<file path="src/pkg/pllms_consts.svh">
// Purpose: offsets, field positions, reset values and timing counts of the pll tuning and route decoder
// Assumes: 128-bit configuration word held as four 32-bit words
// Notes:   definitions only
`ifndef PLLMS_CONSTS_SVH
`define PLLMS_CONSTS_SVH

// ----------------------------------------------------------------
// register byte offsets
// ----------------------------------------------------------------
`define PLLMS_ADDR_W           8
`define PLLMS_OFS_CFG0         8'h00
`define PLLMS_OFS_CFG1         8'h04
`define PLLMS_OFS_CFG2         8'h08
`define PLLMS_OFS_CFG3         8'h0C
`define PLLMS_OFS_STATUS       8'h10
`define PLLMS_OFS_APPLIED      8'h14

// ----------------------------------------------------------------
// configuration word bit positions
// ----------------------------------------------------------------
`define PLLMS_BIT_PUMP_A       19
`define PLLMS_BIT_FILT_A       20
`define PLLMS_BIT_SRC_A        22
`define PLLMS_BIT_PUMP_B       43
`define PLLMS_BIT_FILT_B       44
`define PLLMS_BIT_SRC_B        46
`define PLLMS_BIT_PUMP_C1      67
`define PLLMS_BIT_FILT_C1      68
`define PLLMS_BIT_SRC_C1       70
`define PLLMS_BIT_PUMP_C2      91
`define PLLMS_BIT_FILT_C2      92
`define PLLMS_BIT_SRC_D1       94
`define PLLMS_BIT_SRC_C2       124
`define PLLMS_BIT_SRC_D2       126

// ----------------------------------------------------------------
// status fields
// ----------------------------------------------------------------
`define PLLMS_STAT_SEL         0
`define PLLMS_STAT_SLEW        1
`define PLLMS_STAT_GLITCH      4

// ----------------------------------------------------------------
// reset values and bus answers
// ----------------------------------------------------------------
`define PLLMS_CFG_RST          128'h0
`define PLLMS_RESP_OKAY        2'h0
`define PLLMS_RESP_SLVERR      2'h2

// ----------------------------------------------------------------
// timing
// ----------------------------------------------------------------
`define PLLMS_CLK_NS           50
`define PLLMS_TC_SHORT_NS      7000
`define PLLMS_TC_LONG_NS       20000
`define PLLMS_CNT_W            9
`define PLLMS_TC_SHORT_CYC     ((`PLLMS_TC_SHORT_NS + `PLLMS_CLK_NS - 1) / `PLLMS_CLK_NS)
`define PLLMS_TC_LONG_CYC      ((`PLLMS_TC_LONG_NS + `PLLMS_CLK_NS - 1) / `PLLMS_CLK_NS)

`endif

</file>
<file path="src/pkg/pllms_pkg.sv">
// Purpose: types of the pll tuning and route decoder
// Assumes: constants come from pllms_consts.svh
// Notes:   state structs hold every flip-flop of a module
`include "pllms_consts.svh"
`default_nettype none

package pllms_pkg;

    // ----------------------------------------------------------------
    // modes and states
    // ----------------------------------------------------------------
    typedef enum logic [1:0] {
        PLLMS_SRC_REF = 2'h0,
        PLLMS_SRC_A   = 2'h1,
        PLLMS_SRC_B   = 2'h2,
        PLLMS_SRC_C   = 2'h3
    } pllms_src_t;

    typedef enum logic [1:0] {
        PLLMS_WR_IDLE = 2'h1,
        PLLMS_WR_RESP = 2'h2
    } pllms_wr_state_t;

    typedef enum logic [1:0] {
        PLLMS_RD_IDLE = 2'h1,
        PLLMS_RD_DATA = 2'h2
    } pllms_rd_state_t;

    // ----------------------------------------------------------------
    // carriers; index 0 is pll a, 1 pll b, 2 pll c
    // ----------------------------------------------------------------
    typedef struct packed {
        logic [2:0] filter_const_sel;
        logic [2:0] pump_current_sel;
    } pllms_tune_t;

    typedef struct packed {
        pllms_src_t out_d;
        pllms_src_t out_c;
        pllms_src_t out_b;
        pllms_src_t out_a;
    } pllms_route_t;

    typedef struct packed {
        logic s1;
        logic s2;
        logic s3;
        logic stable;
    } pllms_sync_state_t;

    typedef struct packed {
        logic [127:0]                   cfg;
        pllms_wr_state_t                wst;
        pllms_rd_state_t                rst;
        logic                           awready;
        logic                           wready;
        logic                           bvalid;
        logic [1:0]                     bresp;
        logic                           arready;
        logic                           rvalid;
        logic [1:0]                     rresp;
        logic [31:0]                    rdata;
        logic                           aw_have;
        logic [`PLLMS_ADDR_W-1:0]       aw_addr;
        logic                           w_have;
        logic [31:0]                    w_data;
        logic [3:0]                     w_strb;
        logic                           sel;
        pllms_tune_t                    tune;
        pllms_route_t                   route;
        logic [2:0][`PLLMS_CNT_W-1:0]   slew_cnt;
        logic [2:0]                     slewing;
        logic                           glitch;
    } pllms_state_t;

endpackage : pllms_pkg

`default_nettype wire

</file>
<file path="src/hdl/pllms_top.sv">
// Purpose: decode pll tuning selects and output source selects from a 128-bit configuration word
// Assumes: AXI4-Lite slave on aclk; set-select pin is asynchronous
// Notes:   slew flags model the loop settling time; glitch flag warns of route changes
`include "pllms_consts.svh"
`timescale 1ns/1ps
`default_nettype none

module pllms_top
(
    // clock and reset
    input  wire logic                              aclk,
    input  wire logic                              aresetn,
    // write address channel
    input  wire logic                              s_axi_awvalid,
    output var  logic                              s_axi_awready,
    input  wire logic [`PLLMS_ADDR_W-1:0]          s_axi_awaddr,
    input  wire logic [2:0]                        s_axi_awprot,
    // write data channel
    input  wire logic                              s_axi_wvalid,
    output var  logic                              s_axi_wready,
    input  wire logic [31:0]                       s_axi_wdata,
    input  wire logic [3:0]                        s_axi_wstrb,
    // write response channel
    output var  logic                              s_axi_bvalid,
    input  wire logic                              s_axi_bready,
    output var  logic [1:0]                        s_axi_bresp,
    // read address channel
    input  wire logic                              s_axi_arvalid,
    output var  logic                              s_axi_arready,
    input  wire logic [`PLLMS_ADDR_W-1:0]          s_axi_araddr,
    input  wire logic [2:0]                        s_axi_arprot,
    // read data channel
    output var  logic                              s_axi_rvalid,
    input  wire logic                              s_axi_rready,
    output var  logic [31:0]                       s_axi_rdata,
    output var  logic [1:0]                        s_axi_rresp,
    // set-select pin
    input  wire logic                              set_select_pin,
    // applied selections
    output var  pllms_pkg::pllms_tune_t            tune,
    output var  pllms_pkg::pllms_route_t           route,
    output var  logic [2:0]                        slewing,
    output var  logic                              route_glitch
);

    // ----------------------------------------------------------------
    // constants
    // ----------------------------------------------------------------
    localparam logic [`PLLMS_CNT_W-1:0] TC_SHORT = `PLLMS_CNT_W'(`PLLMS_TC_SHORT_CYC);
    localparam logic [`PLLMS_CNT_W-1:0] TC_LONG  = `PLLMS_CNT_W'(`PLLMS_TC_LONG_CYC);

    localparam pllms_pkg::pllms_state_t ST_RST = '{
        cfg:     `PLLMS_CFG_RST,
        wst:     pllms_pkg::PLLMS_WR_IDLE,
        rst:     pllms_pkg::PLLMS_RD_IDLE,
        awready: 1'b1,
        wready:  1'b1,
        arready: 1'b1,
        route:   '{pllms_pkg::PLLMS_SRC_REF, pllms_pkg::PLLMS_SRC_REF,
                   pllms_pkg::PLLMS_SRC_REF, pllms_pkg::PLLMS_SRC_REF},
        default: '0
    };

    // ----------------------------------------------------------------
    // state
    // ----------------------------------------------------------------
    pllms_pkg::pllms_state_t q;
    pllms_pkg::pllms_state_t d;
    logic                    pin_level;

    pllms_sync u_sync
    (
        .aclk    (aclk),
        .aresetn (aresetn),
        .pin     (set_select_pin),
        .level   (pin_level)
    );

    // ----------------------------------------------------------------
    // read data mux: {resp, data}
    // ----------------------------------------------------------------
    function automatic logic [33:0] rd_word
    (
        input logic [`PLLMS_ADDR_W-1:0] addr,
        input pllms_pkg::pllms_state_t  s
    );
        logic [31:0] w;
        logic [1:0]  r;
        w = 32'h0;
        r = `PLLMS_RESP_OKAY;
        case (addr)
            `PLLMS_OFS_CFG0: w = s.cfg[31:0];
            `PLLMS_OFS_CFG1: w = s.cfg[63:32];
            `PLLMS_OFS_CFG2: w = s.cfg[95:64];
            `PLLMS_OFS_CFG3: w = s.cfg[127:96];
            `PLLMS_OFS_STATUS:
            begin
                w[`PLLMS_STAT_SEL]                     = s.sel;
                w[`PLLMS_STAT_SLEW +: 3]               = s.slewing;
                w[`PLLMS_STAT_GLITCH]                  = s.glitch;
            end
            `PLLMS_OFS_APPLIED:
            begin
                w[2:0]   = s.tune.filter_const_sel;
                w[6:4]   = s.tune.pump_current_sel;
                w[9:8]   = s.route.out_a;
                w[11:10] = s.route.out_b;
                w[13:12] = s.route.out_c;
                w[15:14] = s.route.out_d;
            end
            default: r = `PLLMS_RESP_SLVERR;
        endcase
        return {r, w};
    endfunction : rd_word

    // ----------------------------------------------------------------
    // next state
    // ----------------------------------------------------------------
    always_comb
    begin
        logic                           aw_fire;
        logic                           w_fire;
        logic                           have_aw;
        logic                           have_w;
        logic [`PLLMS_ADDR_W-1:0]       waddr;
        logic [31:0]                    wdata;
        logic [3:0]                     wstrb;
        logic [33:0]                    rword;
        logic                           filter_const_sel_c_first;
        logic                           filter_const_sel_c_second;
        logic                           pump_current_sel_c_first;
        logic                           pump_current_sel_c_second;
        logic [1:0]                     source_sel_out_c_first;
        logic [1:0]                     source_sel_out_c_second;
        logic [1:0]                     source_sel_out_d_first;
        logic [1:0]                     source_sel_out_d_second;
        pllms_pkg::pllms_tune_t         nt;
        pllms_pkg::pllms_route_t        nr;

        d       = q;
        nt      = q.tune;
        nr      = q.route;
        filter_const_sel_c_first  = q.cfg[`PLLMS_BIT_FILT_C1];
        filter_const_sel_c_second = q.cfg[`PLLMS_BIT_FILT_C2];
        pump_current_sel_c_first  = q.cfg[`PLLMS_BIT_PUMP_C1];
        pump_current_sel_c_second = q.cfg[`PLLMS_BIT_PUMP_C2];
        source_sel_out_c_first    = q.cfg[`PLLMS_BIT_SRC_C1 +: 2];
        source_sel_out_c_second   = q.cfg[`PLLMS_BIT_SRC_C2 +: 2];
        source_sel_out_d_first    = q.cfg[`PLLMS_BIT_SRC_D1 +: 2];
        source_sel_out_d_second   = q.cfg[`PLLMS_BIT_SRC_D2 +: 2];
        aw_fire = s_axi_awvalid && q.awready;
        w_fire  = s_axi_wvalid && q.wready;
        have_aw = q.aw_have || aw_fire;
        have_w  = q.w_have || w_fire;
        waddr   = q.aw_have ? q.aw_addr : s_axi_awaddr;
        wdata   = q.w_have ? q.w_data : s_axi_wdata;
        wstrb   = q.w_have ? q.w_strb : s_axi_wstrb;
        rword   = rd_word(s_axi_araddr, q);

        // write channels, address and data taken in either order
        case (q.wst)
            pllms_pkg::PLLMS_WR_IDLE:
            begin
                if (aw_fire)
                begin
                    d.aw_have = 1'b1;
                    d.aw_addr = s_axi_awaddr;
                end
                if (w_fire)
                begin
                    d.w_have = 1'b1;
                    d.w_data = s_axi_wdata;
                    d.w_strb = s_axi_wstrb;
                end
                if (have_aw && have_w)
                begin
                    d.aw_have = 1'b0;
                    d.w_have  = 1'b0;
                    d.bvalid  = 1'b1;
                    d.bresp   = `PLLMS_RESP_OKAY;
                    d.wst     = pllms_pkg::PLLMS_WR_RESP;
                    case (waddr)
                        `PLLMS_OFS_CFG0, `PLLMS_OFS_CFG1, `PLLMS_OFS_CFG2, `PLLMS_OFS_CFG3:
                        begin
                            for (int b = 0; b < 4; b++)
                            begin
                                if (wstrb[b])
                                begin
                                    d.cfg[{waddr[3:2], 5'h0} + 7'(b * 8) +: 8] = wdata[b*8 +: 8];
                                end
                            end
                        end
                        `PLLMS_OFS_STATUS:
                        begin
                            if (wstrb[0] && wdata[`PLLMS_STAT_GLITCH])
                            begin
                                d.glitch = 1'b0;
                            end
                        end
                        `PLLMS_OFS_APPLIED: d.bresp = `PLLMS_RESP_OKAY;
                        default:            d.bresp = `PLLMS_RESP_SLVERR;
                    endcase
                end
            end
            pllms_pkg::PLLMS_WR_RESP:
            begin
                if (s_axi_bready)
                begin
                    d.bvalid = 1'b0;
                    d.wst    = pllms_pkg::PLLMS_WR_IDLE;
                end
            end
            default:
            begin
                d.wst     = pllms_pkg::PLLMS_WR_IDLE;
                d.bvalid  = 1'b0;
                d.aw_have = 1'b0;
                d.w_have  = 1'b0;
            end
        endcase
        d.awready = (d.wst == pllms_pkg::PLLMS_WR_IDLE) && !d.aw_have;
        d.wready  = (d.wst == pllms_pkg::PLLMS_WR_IDLE) && !d.w_have;

        // read channels
        case (q.rst)
            pllms_pkg::PLLMS_RD_IDLE:
            begin
                if (s_axi_arvalid)
                begin
                    d.arready = 1'b0;
                    d.rvalid  = 1'b1;
                    d.rresp   = rword[33:32];
                    d.rdata   = rword[31:0];
                    d.rst     = pllms_pkg::PLLMS_RD_DATA;
                end
            end
            pllms_pkg::PLLMS_RD_DATA:
            begin
                if (s_axi_rready)
                begin
                    d.rvalid  = 1'b0;
                    d.arready = 1'b1;
                    d.rst     = pllms_pkg::PLLMS_RD_IDLE;
                end
            end
            default:
            begin
                d.rvalid  = 1'b0;
                d.arready = 1'b1;
                d.rst     = pllms_pkg::PLLMS_RD_IDLE;
            end
        endcase

        // pll tuning decode
        d.sel                     = pin_level;
        nt.filter_const_sel[0]    = q.cfg[`PLLMS_BIT_FILT_A];
        nt.filter_const_sel[1]    = q.cfg[`PLLMS_BIT_FILT_B];
        nt.pump_current_sel[0]    = q.cfg[`PLLMS_BIT_PUMP_A];
        nt.pump_current_sel[1]    = q.cfg[`PLLMS_BIT_PUMP_B];
        nt.filter_const_sel[2]    = q.sel ? filter_const_sel_c_second : filter_const_sel_c_first;
        nt.pump_current_sel[2]    = q.sel ? pump_current_sel_c_second
                                          : pump_current_sel_c_first;

        // output source decode
        nr.out_a = pllms_pkg::pllms_src_t'(q.cfg[`PLLMS_BIT_SRC_A +: 2]);
        nr.out_b = pllms_pkg::pllms_src_t'(q.cfg[`PLLMS_BIT_SRC_B +: 2]);
        nr.out_c = pllms_pkg::pllms_src_t'(q.sel ? source_sel_out_c_second
                                                 : source_sel_out_c_first);
        nr.out_d = pllms_pkg::pllms_src_t'(q.sel ? source_sel_out_d_second
                                                 : source_sel_out_d_first);

        // a changed tuning restarts that loop's settling window
        for (int i = 0; i < 3; i++)
        begin
            if ((nt.filter_const_sel[i] != q.tune.filter_const_sel[i]) ||
                (nt.pump_current_sel[i] != q.tune.pump_current_sel[i]))
            begin
                d.slew_cnt[i] = nt.filter_const_sel[i] ? TC_LONG : TC_SHORT;
            end
            else if (q.slew_cnt[i] != '0)
                d.slew_cnt[i] = q.slew_cnt[i] - `PLLMS_CNT_W'(1);
            d.slewing[i] = (d.slew_cnt[i] != '0);
        end

        // sticky warning; a new change beats a clear in the same cycle
        if (nr != q.route)
        begin
            d.glitch = 1'b1;
        end

        d.tune  = nt;
        d.route = nr;
    end

    // ----------------------------------------------------------------
    // registers
    // ----------------------------------------------------------------
    always_ff @(posedge aclk)
    begin
        if (!aresetn)
            q <= ST_RST;
        else
            q <= d;
    end

    // ----------------------------------------------------------------
    // outputs
    // ----------------------------------------------------------------
    assign s_axi_awready = q.awready;
    assign s_axi_wready  = q.wready;
    assign s_axi_bvalid  = q.bvalid;
    assign s_axi_bresp   = q.bresp;
    assign s_axi_arready = q.arready;
    assign s_axi_rvalid  = q.rvalid;
    assign s_axi_rdata   = q.rdata;
    assign s_axi_rresp   = q.rresp;
    assign tune          = q.tune;
    assign route         = q.route;
    assign slewing       = q.slewing;
    assign route_glitch  = q.glitch;

endmodule : pllms_top

`default_nettype wire

</file>
<file path="src/hdl/pllms_sync.sv">
// Purpose: three-stage synchroniser with agreement filter for a pin input
// Assumes: pin is asynchronous to aclk
// Notes:   output follows once the second and third stages agree
`include "pllms_consts.svh"
`timescale 1ns/1ps
`default_nettype none

module pllms_sync
(
    // clock and reset
    input  wire logic  aclk,
    input  wire logic  aresetn,
    // pin and filtered level
    input  wire logic  pin,
    output var  logic  level
);

    pllms_pkg::pllms_sync_state_t q;
    pllms_pkg::pllms_sync_state_t d;

    always_comb
    begin
        d = q;
        d.s1 = pin;
        d.s2 = q.s1;
        d.s3 = q.s2;
        if (q.s2 == q.s3)
        begin
            d.stable = q.s3;
        end
    end

    always_ff @(posedge aclk)
    begin
        if (!aresetn)
        begin
            q <= '0;
        end
        else
        begin
            q <= d;
        end
    end

    assign level = q.stable;

endmodule : pllms_sync

`default_nettype wire

</file>
<file path="config.mk">
export PLATFORM = sky130hd
export DESIGN_NAME = pllms_top
export DESIGN_NICKNAME = d
export VERILOG_FILES = /design/src/pkg/pllms_pkg.sv /design/src/hdl/pllms_top.sv /design/src/hdl/pllms_sync.sv
export VERILOG_INCLUDE_DIRS = /design/src /design/src/pkg
export SDC_FILE = /design/constraint.sdc
export NUM_CORES = 1
export LEC_CHECK = 0
export BUFFER_PORTS_ARGS = -buffer_cell sky130_fd_sc_hd__buf_2
export CORE_ASPECT_RATIO = 1.5
export CORE_MARGIN = 3
export CORE_UTILIZATION = 45
export DETAILED_ROUTE_END_ITERATION = 6
export PLACE_DENSITY = 0.66
export SYNTH_ARGS = -nofsm -noshare
export SYNTH_HDL_FRONTEND = slang
export SYNTH_SLANG_ARGS = --single-unit
</file>
<file path="constraint.sdc">
create_clock -name aclk -period 2.5 [get_ports aclk]
set_input_delay 0.125 -clock aclk [delete_from_list [all_inputs] [get_ports aclk]]
set_output_delay 0.125 -clock aclk [all_outputs]
set_load 0.1 [all_outputs]
</file>
==> results of run 1 <==
-- final timing paths --
path | slack, ns | to | cells after the start | start
min reg2reg | 0.43 | u_sync.d[1] | 1 | u_sync.d[2]
max reg2reg | 0.18 | q[186] | 6 | q[91]
min | 0.05 | q[264] | 3 | aresetn
max | 0.18 | q[186] | 6 | q[91]
-- cell usage after synthesis (all sizes together), types with 32 or more instances --
cell type and count:
buf 80, nand2 235, mux2 41, a21oi 97, mux2i 45, dfxtp 266, nand3 117, o32a 32
clkbuf 66, o21ai 132, nor2 88
-- per-layer routing --
metal / global-route usage / vias up / routed length (um)
li1: - / 5280 / -
met3: 0.0228 / 82 / 1420
met5: 0 / - / 0
met2: 0.438 / 290 / 18900
met1: 0.266 / 5249 / 14100
met4: 0.115 / 0 / 1720
-- report_power, final --
part / internal (W) / switching (W)
clock network: 0.00254 / 0.00172
registers: 0.00466 / 0.000407
logic: 0.00159 / 0.00271
total: 0.00879 / 0.00483
-- metrics by stage --
stage,instances,hold slack (ns),util
after global routing,1900,0.0568,0.540
after detailed placement,1800,0.356,0.486
final,1900,0.0526,0.540
after global placement,1800,0.354,0.486
after floorplan,1444,0.252,-
after CTS,1900,0.0242,0.540
-- timing repair --
item | CTS | global route
hold buffers | 50 | 0
setup buffers | 0 | 0
hold endpoints to repair | 53 | 0
setup endpoints to repair | 22 | 65
pin swaps | 0 | 0
resized for setup | 3 | 6
-- flip-flops by register name, indices dropped and copies added, names as in the netlist, 2 cells and up --
| name | flops |
|---|---|
| d | 8 |
| q | 197 |
| route | 8 |
| s_axi_rdata | 32 |
| slewing | 3 |
| tune | 6 |
| u_sync.d | 2 |
-- cells by family (layout without fill, tap and decap cells) --
logic type | count (synthesis) | count (layout) | synth area share
AND/OR/NAND/NOR | 545 | 545 | 0.204
AO/OA/AOI/OAI | 331 | 331 | 0.165
flip-flops | 266 | 266 | 0.428
buffers and inverters | 165 | 284 | 0.0715
multiplexers | 105 | 105 | 0.108
XOR/XNOR | 21 | 21 | 0.0148
adder cells (fa/ha/maj) | 9 | 9 | 0.00905
other | 1 | 2 | 0.000302
-- layout make-up --
cell class | count | area [um^2] | area share
clock buffers | 41 | 808 | 0.0557
clock inverters | 9 | 133 | 0.00914
inverters | 19 | 71.3 | 0.00492
multi-input cells | 1013 | 6260 | 0.432
flip-flops and latches | 266 | 5330 | 0.367
well taps | 337 | 422 | 0.0291
repair buffers | 215 | 1480 | 0.102
-- layout by cell type (no fill, tap or decap), types with 14 or more instances in the layout --
master,instances
dfxtp_1,262
nand2_1,235
o21ai_0,132
buf_2,115
nand3_1,114
a21oi_1,97
nor2_1,88
dlygate4sd3_1,50
buf_4,48
mux2i_1,44
mux2_2,40
o32a_1,32
clkbuf_16,27
mux4_2,19
inv_1,18
and2_1,16
nor3_1,14
nand4_1,14
-- worst min-delay path, stage by stage --
cell and delay (ns):
buf_4 0.22, nand3_1 0.12, o21ai_0 0.07
==> flow_summary.json, run 1 <==
{
  "status": "finished, final reports clean",
  "setup_slack_ns": 0.178,
  "rsz0062_at_grt": "false",
  "nNetsFinal": 1617,
  "fp.dieW_um": 142,
  "min_period_ns": 2.32,
  "clkTransAtPathRegs_ns": 0.06,
  "end_kind": "register",
  "max_cap_viol_count": 0,
  "yosysWarnings": 0,
  "grt_pass1_vias": 10617,
  "p_per_area_nw_per_um2": 939,
  "detail-route-antenna-nets": 0,
  "synth-main-ff-cell": "dfxtp_1",
  "gp_congestion": 0.903,
  "fmax_mhz": 431,
  "synth-seq-cells": 266,
  "seq_area_frac_synth": 0.428,
  "vias": 10901,
  "layout-drive-gt1-share": 0.190,
  "start_util": 0.463,
  "die_h_um": 210,
  "yosys-top-cells-area": "dfxtp_1, nand2_1, o21ai_0",
  "avgSynthCellArea_um2": 8.62,
  "crit_chain": "mux2_2, ha_2, or4_1, and3_4, and3_2, o32a_1",
  "numClockSinks": 266,
  "power_w": 0.0136,
  "cp-start-kind": "register",
  "post-route-period-util": 0.929,
  "synth.top_cell.area_share": 0.428,
  "clk_path_buf_depth": 3,
  "io_buffers": 116,
  "drt_iter0_markers": 657,
  "grt_pass1_wl_um": 56700,
  "ys_types": 73,
  "synth_cells": 1443,
  "worstPathRequired_ns": 2.94,
  "fin_area_um2": 14500,
  "numCtsBuffers": 27,
  "io_pins": 125,
  "syn_area_um2": 12400,
  "wirelength_um": 36200,
  "grt_overflow_total": 0,
  "grt_max_degree": 71,
  "nFillCells": 2519,
  "worstHoldPathType": "input pin to register",
  "dieArea_um2": 29700,
  "post-place-ws_ns": -0.0204,
  "synth_edf_count": 0,
  "cp_max_fo": 8,
  "critical-path-top-delay-family": "simple AND/OR/NAND/NOR gates",
  "h-tree-depth": 1,
  "finClkSkew_ns": 0.0196,
  "wl_per_cell_um": 19.1,
  "crit_path_max_incr_delay_ns": 0.54,
  "slew_headroom": 0.322,
  "antenna_found_initial": 0,
  "p_leak_nw": 5.52,
  "track_usage": 0.236,
  "cts_tree": "built",
  "hold_viol_final": 0,
  "post_dp_cell_area_um2": 13000,
  "vias_per_cell": 5.74,
  "area_growth_pct": 16.6,
  "final-setup-viol-count": 0,
  "crit_buf_inv": 0,
  "clock-root-buffer": "clkbuf_16",
  "diodes": 0,
  "drv_slew": 0,
  "yosysTopAreaCell": "dfxtp_1",
  "dp_hpwl_um": 25200,
  "clock_latency_ns": 0.55,
  "crit_arrival_ns": 2.76,
  "ys_async_sr_fraction": 0,
  "tightest_slew_ns": 1.01,
  "finalSetupTns_ns": 0,
  "vdd.ir_drop.worst_uv": 1100,
  "drc": 0,
  "rows": 73,
  "dr.pass1.iters": 5,
  "coreArea_um2": 26900,
  "crit_slowest_cell": "or4_1",
  "worstSetupPathType": "register to register"
}
(Power assumes the default switching activity.)
==> run 2: changes to the inputs <==
--- a/config.mk
+++ b/config.mk
@@ -6,12 +6,14 @@
 export SDC_FILE = /design/constraint.sdc
 export NUM_CORES = 1
 export LEC_CHECK = 0
+export ABC_CLOCK_PERIOD_IN_PS = 2500
 export BUFFER_PORTS_ARGS = -buffer_cell sky130_fd_sc_hd__buf_2
 export CORE_ASPECT_RATIO = 1.5
 export CORE_MARGIN = 3
 export CORE_UTILIZATION = 45
 export DETAILED_ROUTE_END_ITERATION = 6
 export PLACE_DENSITY = 0.66
+export SETUP_SLACK_MARGIN = 0.4
 export SYNTH_ARGS = -nofsm -noshare
 export SYNTH_HDL_FRONTEND = slang
 export SYNTH_SLANG_ARGS = --single-unit
==> run 2 against run 1 <==
Compared with the run above:
- cell area rose by 1.8%
- critical path depth did not move
- worst setup slack improved by 0.14 ns
- sequential cell count did not move
- die area did not move
- global-route usage fell by 1.2 points
- clock skew rose by 0.012 ns
- via count fell by 1.6%
- first-iteration DRC count rose by 1.7%
- cell count rose by 0.47%
- register-to-register slack improved by 0.14 ns
==> flow_summary.json, run 2 (same netlist as run 1, synthesis figures left out) <==
{
  "p_leak_nw": 5.57,
  "clk_path_buf_depth": 3,
  "status": "finished, final reports clean",
  "detail-route-antenna-nets": 0,
  "tightest_slew_ns": 0.757,
  "grt_max_degree": 54,
  "vdd.ir_drop.worst_uv": 993,
  "end_kind": "register",
  "io_buffers": 116,
  "cts_tree": "built",
  "min_period_ns": 2.18,
  "cp_max_fo": 8,
  "final_cell_mix": "dfxtp_1, nand2_1, o21ai_0, buf_2, nand3_1",
  "vias_per_cell": 5.62,
  "coreArea_um2": 26900,
  "grt_pass1_vias": 10369,
  "diodes": 0,
  "finalSetupTns_ns": 0,
  "timing.rr.start": "q[91]",
  "whs_ns": 0.0561,
  "clock-root-buffer": "clkbuf_16",
  "vias": 10726,
  "drv_slew": 0,
  "nFillCells": 2495,
  "drt_iter0_markers": 668,
  "fmax_mhz": 458,
  "dieArea_um2": 29700,
  "area_growth_pct": 18.8,
  "dp_hpwl_um": 24000,
  "hold_path_startpoint": "s_axi_araddr[3]",
  "finClkSkew_ns": 0.0321,
  "dr.pass1.iters": 5,
  "min_to": "s_axi_rresp[1]",
  "fin_area_um2": 14800,
  "fp.dieW_um": 142,
  "die_h_um": 210,
  "io_pins": 125,
  "numCtsBuffers": 26,
  "wl_per_cell_um": 17.8,
  "dp_cells": 1794,
  "antenna_found_initial": 0,
  "h-tree-depth": 1,
  "rsz0062_at_grt": "true",
  "r2r_end": "q[161]",
  "final_common_cell": "dfxtp_1",
  "wirelength_um": 34100,
  "numClockSinks": 266,
  "final-setup-viol-count": 0,
  "hold_viol_final": 0,
  "crit_arrival_ns": 2.60,
  "stdcell_count": 1909,
  "start_util": 0.463,
  "largest_reg_flops": 197,
  "grt_pass1_wl_um": 54800,
  "slew_headroom": 0.494,
  "max_cap_viol_count": 0,
  "cp-start-kind": "register",
  "r2r_cells": 6,
  "clock_latency_ns": 0.55,
  "post-route-period-util": 0.874,
  "r2r_slack_ns": 0.32,
  "track_usage": 0.224,
  "worstPathRequired_ns": 2.91,
  "holdPathStages": 3,
  "rows": 73,
  "drc": 0,
  "layout-drive-gt1-share": 0.210,
  "worstHoldPathType": "input pin to register",
  "clkTransAtPathRegs_ns": 0.06,
  "nNetsFinal": 1629,
  "utilization": 0.550,
  "post_dp_cell_area_um2": 13000,
  "worstSetupPathType": "register to register",
  "gp_congestion": 0.873,
  "p_per_area_nw_per_um2": 930,
  "grt_overflow_total": 0,
  "top_register": "q"
}
==> run 2: metrics by stage <==
stage               total power [W]  setup WS (ns)
finish                       0.0137          0.316
global placement            0.00919          0.124
detailed placement          0.00925         0.0424
floorplan                   0.00840          0.175
CTS                          0.0137          0.340
global route                 0.0145          0.273
==> run 2: cell type report <==
class	count	area, um^2	share of cell area
clock buffer	39	771	0.0522
timing repair buffer	227	1590	0.107
sequential	266	5350	0.362
clock inverter	7	115	0.00779
tap	337	422	0.0285
multi-input combinational	1014	6460	0.437
inverter	19	71.3	0.00483
==> run 2: report_power, final <==
group / internal, W / switching [W] / total, W
Sequential: 0.00467 / 0.000405 / 0.00508
Combinational: 0.00179 / 0.00279 / 0.00458
Clock: 0.00243 / 0.00164 / 0.00407
Total: 0.00889 / 0.00484 / 0.0137
==> run 2: worst max path at each step <==
stage / startpoint / to / slack [ns] / cells after the start
detailed placement: q[91] / q[203] / 0.04 / 7
floorplan: q[91] / q[188] / 0.17 / 10
global route: q[91] / q[167] / 0.27 / 7
global placement: q[91] / q[158] / 0.12 / 6
finish: q[91] / q[161] / 0.32 / 6
CTS: q[91] / q[163] / 0.34 / 6
==> run 2: metal layers <==
layer  GRT usage  up-vias  wire [um]
li1            -     5309          -
met5           0        -          0
met1       0.281     5063      14500
met3      0.0285       63       1520
met2       0.393      291      16800
met4      0.0811        0       1160
==> run 2: repair_timing <==
action / 4_1_cts / 5_1_grt
pin swaps: 14 / 19
cloned: 1 / 0
endpoints found under the hold margin: 57 / 0
endpoints found under the setup margin: 77 / 77
buffers inserted: 9 / 4
hold buffers: 55 / 0
resized for setup: 30 / 18
==> run 2: worst max-delay path, stage by stage (launching register included) <==
cell and delay (ns):
dfxtp_4 0.38, mux2_4 0.35, ha_4 0.17, or4_4 0.55, and3_4 0.22, and3_4 0.21
o32a_1 0.17
==> run 3: changes to the inputs <==
--- a/config.mk
+++ b/config.mk
@@ -13,7 +13,9 @@
 export CORE_UTILIZATION = 45
 export DETAILED_ROUTE_END_ITERATION = 6
 export PLACE_DENSITY = 0.66
+export RECOVER_POWER = 50
 export SETUP_SLACK_MARGIN = 0.4
 export SYNTH_ARGS = -nofsm -noshare
 export SYNTH_HDL_FRONTEND = slang
 export SYNTH_SLANG_ARGS = --single-unit
+export TNS_END_PERCENT = 1
==> run 3 against run 2 <==
Compared with the run above:
- register-to-register slack got worse by 0.09 ns
- first-iteration DRC count decreased by 7.5%
- wire length decreased by 1.7%
- clock skew decreased by 0.020 ns
- fmax decreased by 3.8%
- die area unchanged
- non-clock buffer count decreased by 8
- global-route usage decreased by 0.64 points
- total power decreased by 0.12%
==> flow_summary.json, run 3 (same netlist as run 1, synthesis figures left out) <==
{
  "status": "finished, final reports clean",
  "cp-start-kind": "register",
  "rows": 73,
  "finalSetupTns_ns": 0,
  "max_cap_viol_count": 0,
  "io_pins": 125,
  "p_leak_nw": 5.31,
  "whs_ns": 0.0470,
  "cts_tree": "built",
  "hold_viol_final": 0,
  "grt_pass1_wl_um": 53400,
  "top_register": "q",
  "wl_per_cell_um": 17.6,
  "diodes": 0,
  "end_kind": "register",
  "dp_cells": 1794,
  "h-tree-depth": 1,
  "clkTransAtPathRegs_ns": 0.07,
  "cp_common_cell": "buf_4",
  "largest_reg_flops": 197,
  "holdPathStages": 3,
  "die_h_um": 210,
  "wirelength_um": 33500,
  "stdcell_count": 1903,
  "detail-route-antenna-nets": 0,
  "dr.pass1.iters": 5,
  "vias_per_cell": 5.58,
  "min_period_ns": 2.27,
  "layout-drive-gt1-share": 0.162,
  "slew_headroom": 0.186,
  "tightest_slew_ns": 1.23,
  "io_buffers": 116,
  "gr-usage-met3": 0.0271,
  "worstHoldPathType": "input pin to register",
  "crit_chain": "buf_4, buf_4, nor3b_1, a22o_1, buf_4, a31oi_1, buf_4, a211o_1, o21a_1",
  "grt_overflow_total": 0,
  "busiest_layer": "met2",
  "finClkSkew_ns": 0.0122,
  "r2r_cells": 9,
  "gr-usage-met2": 0.379,
  "numCtsBuffers": 26,
  "crit_arrival_ns": 2.70,
  "numClockSinks": 266,
  "p_per_area_nw_per_um2": 944,
  "worstPathRequired_ns": 2.93,
  "fmax_mhz": 440,
  "cp_max_fo": 20,
  "final_cell_mix": "dfxtp_1, nand2_1, o21ai_0, nand3_1, a21oi_1",
  "final_common_cell": "dfxtp_1",
  "worstSetupPathType": "register to register",
  "antenna_found_initial": 0,
  "coreArea_um2": 26900,
  "track_usage": 0.218,
  "post-route-period-util": 0.908,
  "vias": 10624,
  "grt_max_degree": 65,
  "dp_hpwl_um": 23900,
  "start_util": 0.463,
  "gp_congestion": 0.832,
  "nFillCells": 2545,
  "fp.dieW_um": 142,
  "utilization": 0.541,
  "crit_slowest_cell": "dfxtp_1",
  "clk_path_buf_depth": 3,
  "clock_latency_ns": 0.54,
  "drc": 0,
  "grt_util_met1": 0.283,
  "rsz0062_at_grt": "true",
  "area_growth_pct": 16.9,
  "grt_pass1_vias": 10162,
  "final-setup-viol-count": 0,
  "clock-root-buffer": "clkbuf_16",
  "vdd.ir_drop.worst_uv": 813,
  "crit_path_max_incr_delay_ns": 0.45,
  "dieArea_um2": 29700,
  "drv_slew": 0,
  "nNetsFinal": 1621,
  "drt_iter0_markers": 618
}
run 3: cell types whose count changed in the layout (fill, tap and decap cells not counted), moves of 4 or more:
cell and delta:
dlygate4sd3_1 -6, and2_0 +9, clkbuf_2 +4, and2_1 -9, buf_2 -57, nand3_1 +4, clkbuf_1 +56, buf_4 -7
run 3: timing repair:
action                                 4_1_cts  5_1_grt
resized for setup                           21        0
setup endpoints to repair                   74       88
pin swaps                                   16        1
setup buffers                               10        1
endpoints found under the hold margin       53        0
gates cloned                                 1        0
hold buffers                                49        0
run 3: area by class of cell:
cell class | instances | area [um^2] | share of cell area
inverters | 19 | 71.3 | 0.00491
clock buffers | 39 | 801 | 0.0551
multi-input cells | 1014 | 6330 | 0.435
flip-flops and latches | 266 | 5340 | 0.367
clock inverters | 9 | 151 | 0.0104
repair buffers | 219 | 1430 | 0.0982
well taps | 337 | 422 | 0.0290
run 3: path summary, 6_finish.rpt:
kind | start | to | slack (ns)
setup / recovery | q[91] | q[188] | 0.23
hold / removal | s_axi_araddr[4] | s_axi_rresp[1] | 0.05
setup reg to reg | q[91] | q[188] | 0.23
hold reg to reg | q[212] | s_axi_rdata[11] | 0.45
run 3: per-stage QoR:
stage	total power [W]	cell area, um^2	setup slack (ns)
detailed placement	0.00926	13000	0.0862
floorplan	0.00840	12500	0.175
global route	0.0144	14500	0.133
CTS	0.0138	14600	0.374
global placement	0.00919	13000	0.137
finish	0.0137	14500	0.230
run 3: routing by layer:
metal	vias to the layer above	wire length [um]
li1	5283	-
met1	5044	14700
met2	253	16500
met3	44	1530
met4	0	792
met5	-	0
run 3: worst max-delay path: cells and delay by family (launching register included):
family | cells | cell delay (ns)
AOI/OAI and AO/OA | 4 | 0.74
and+or+nand+nor | 1 | 0.18
buffers and inverters | 4 | 0.78
DFF | 1 | 0.45
run 3: where the power goes:
| part | total (W) | switching [W] | internal (W) | leakage, nW |
|---|---|---|---|---|
| logic | 0.00436 | 0.00269 | 0.00166 | 2.68 |
| clock network | 0.00430 | 0.00168 | 0.00263 | 0.467 |
| registers | 0.00506 | 0.000394 | 0.00466 | 2.16 |
| total | 0.0137 | 0.00477 | 0.00895 | 5.31 |
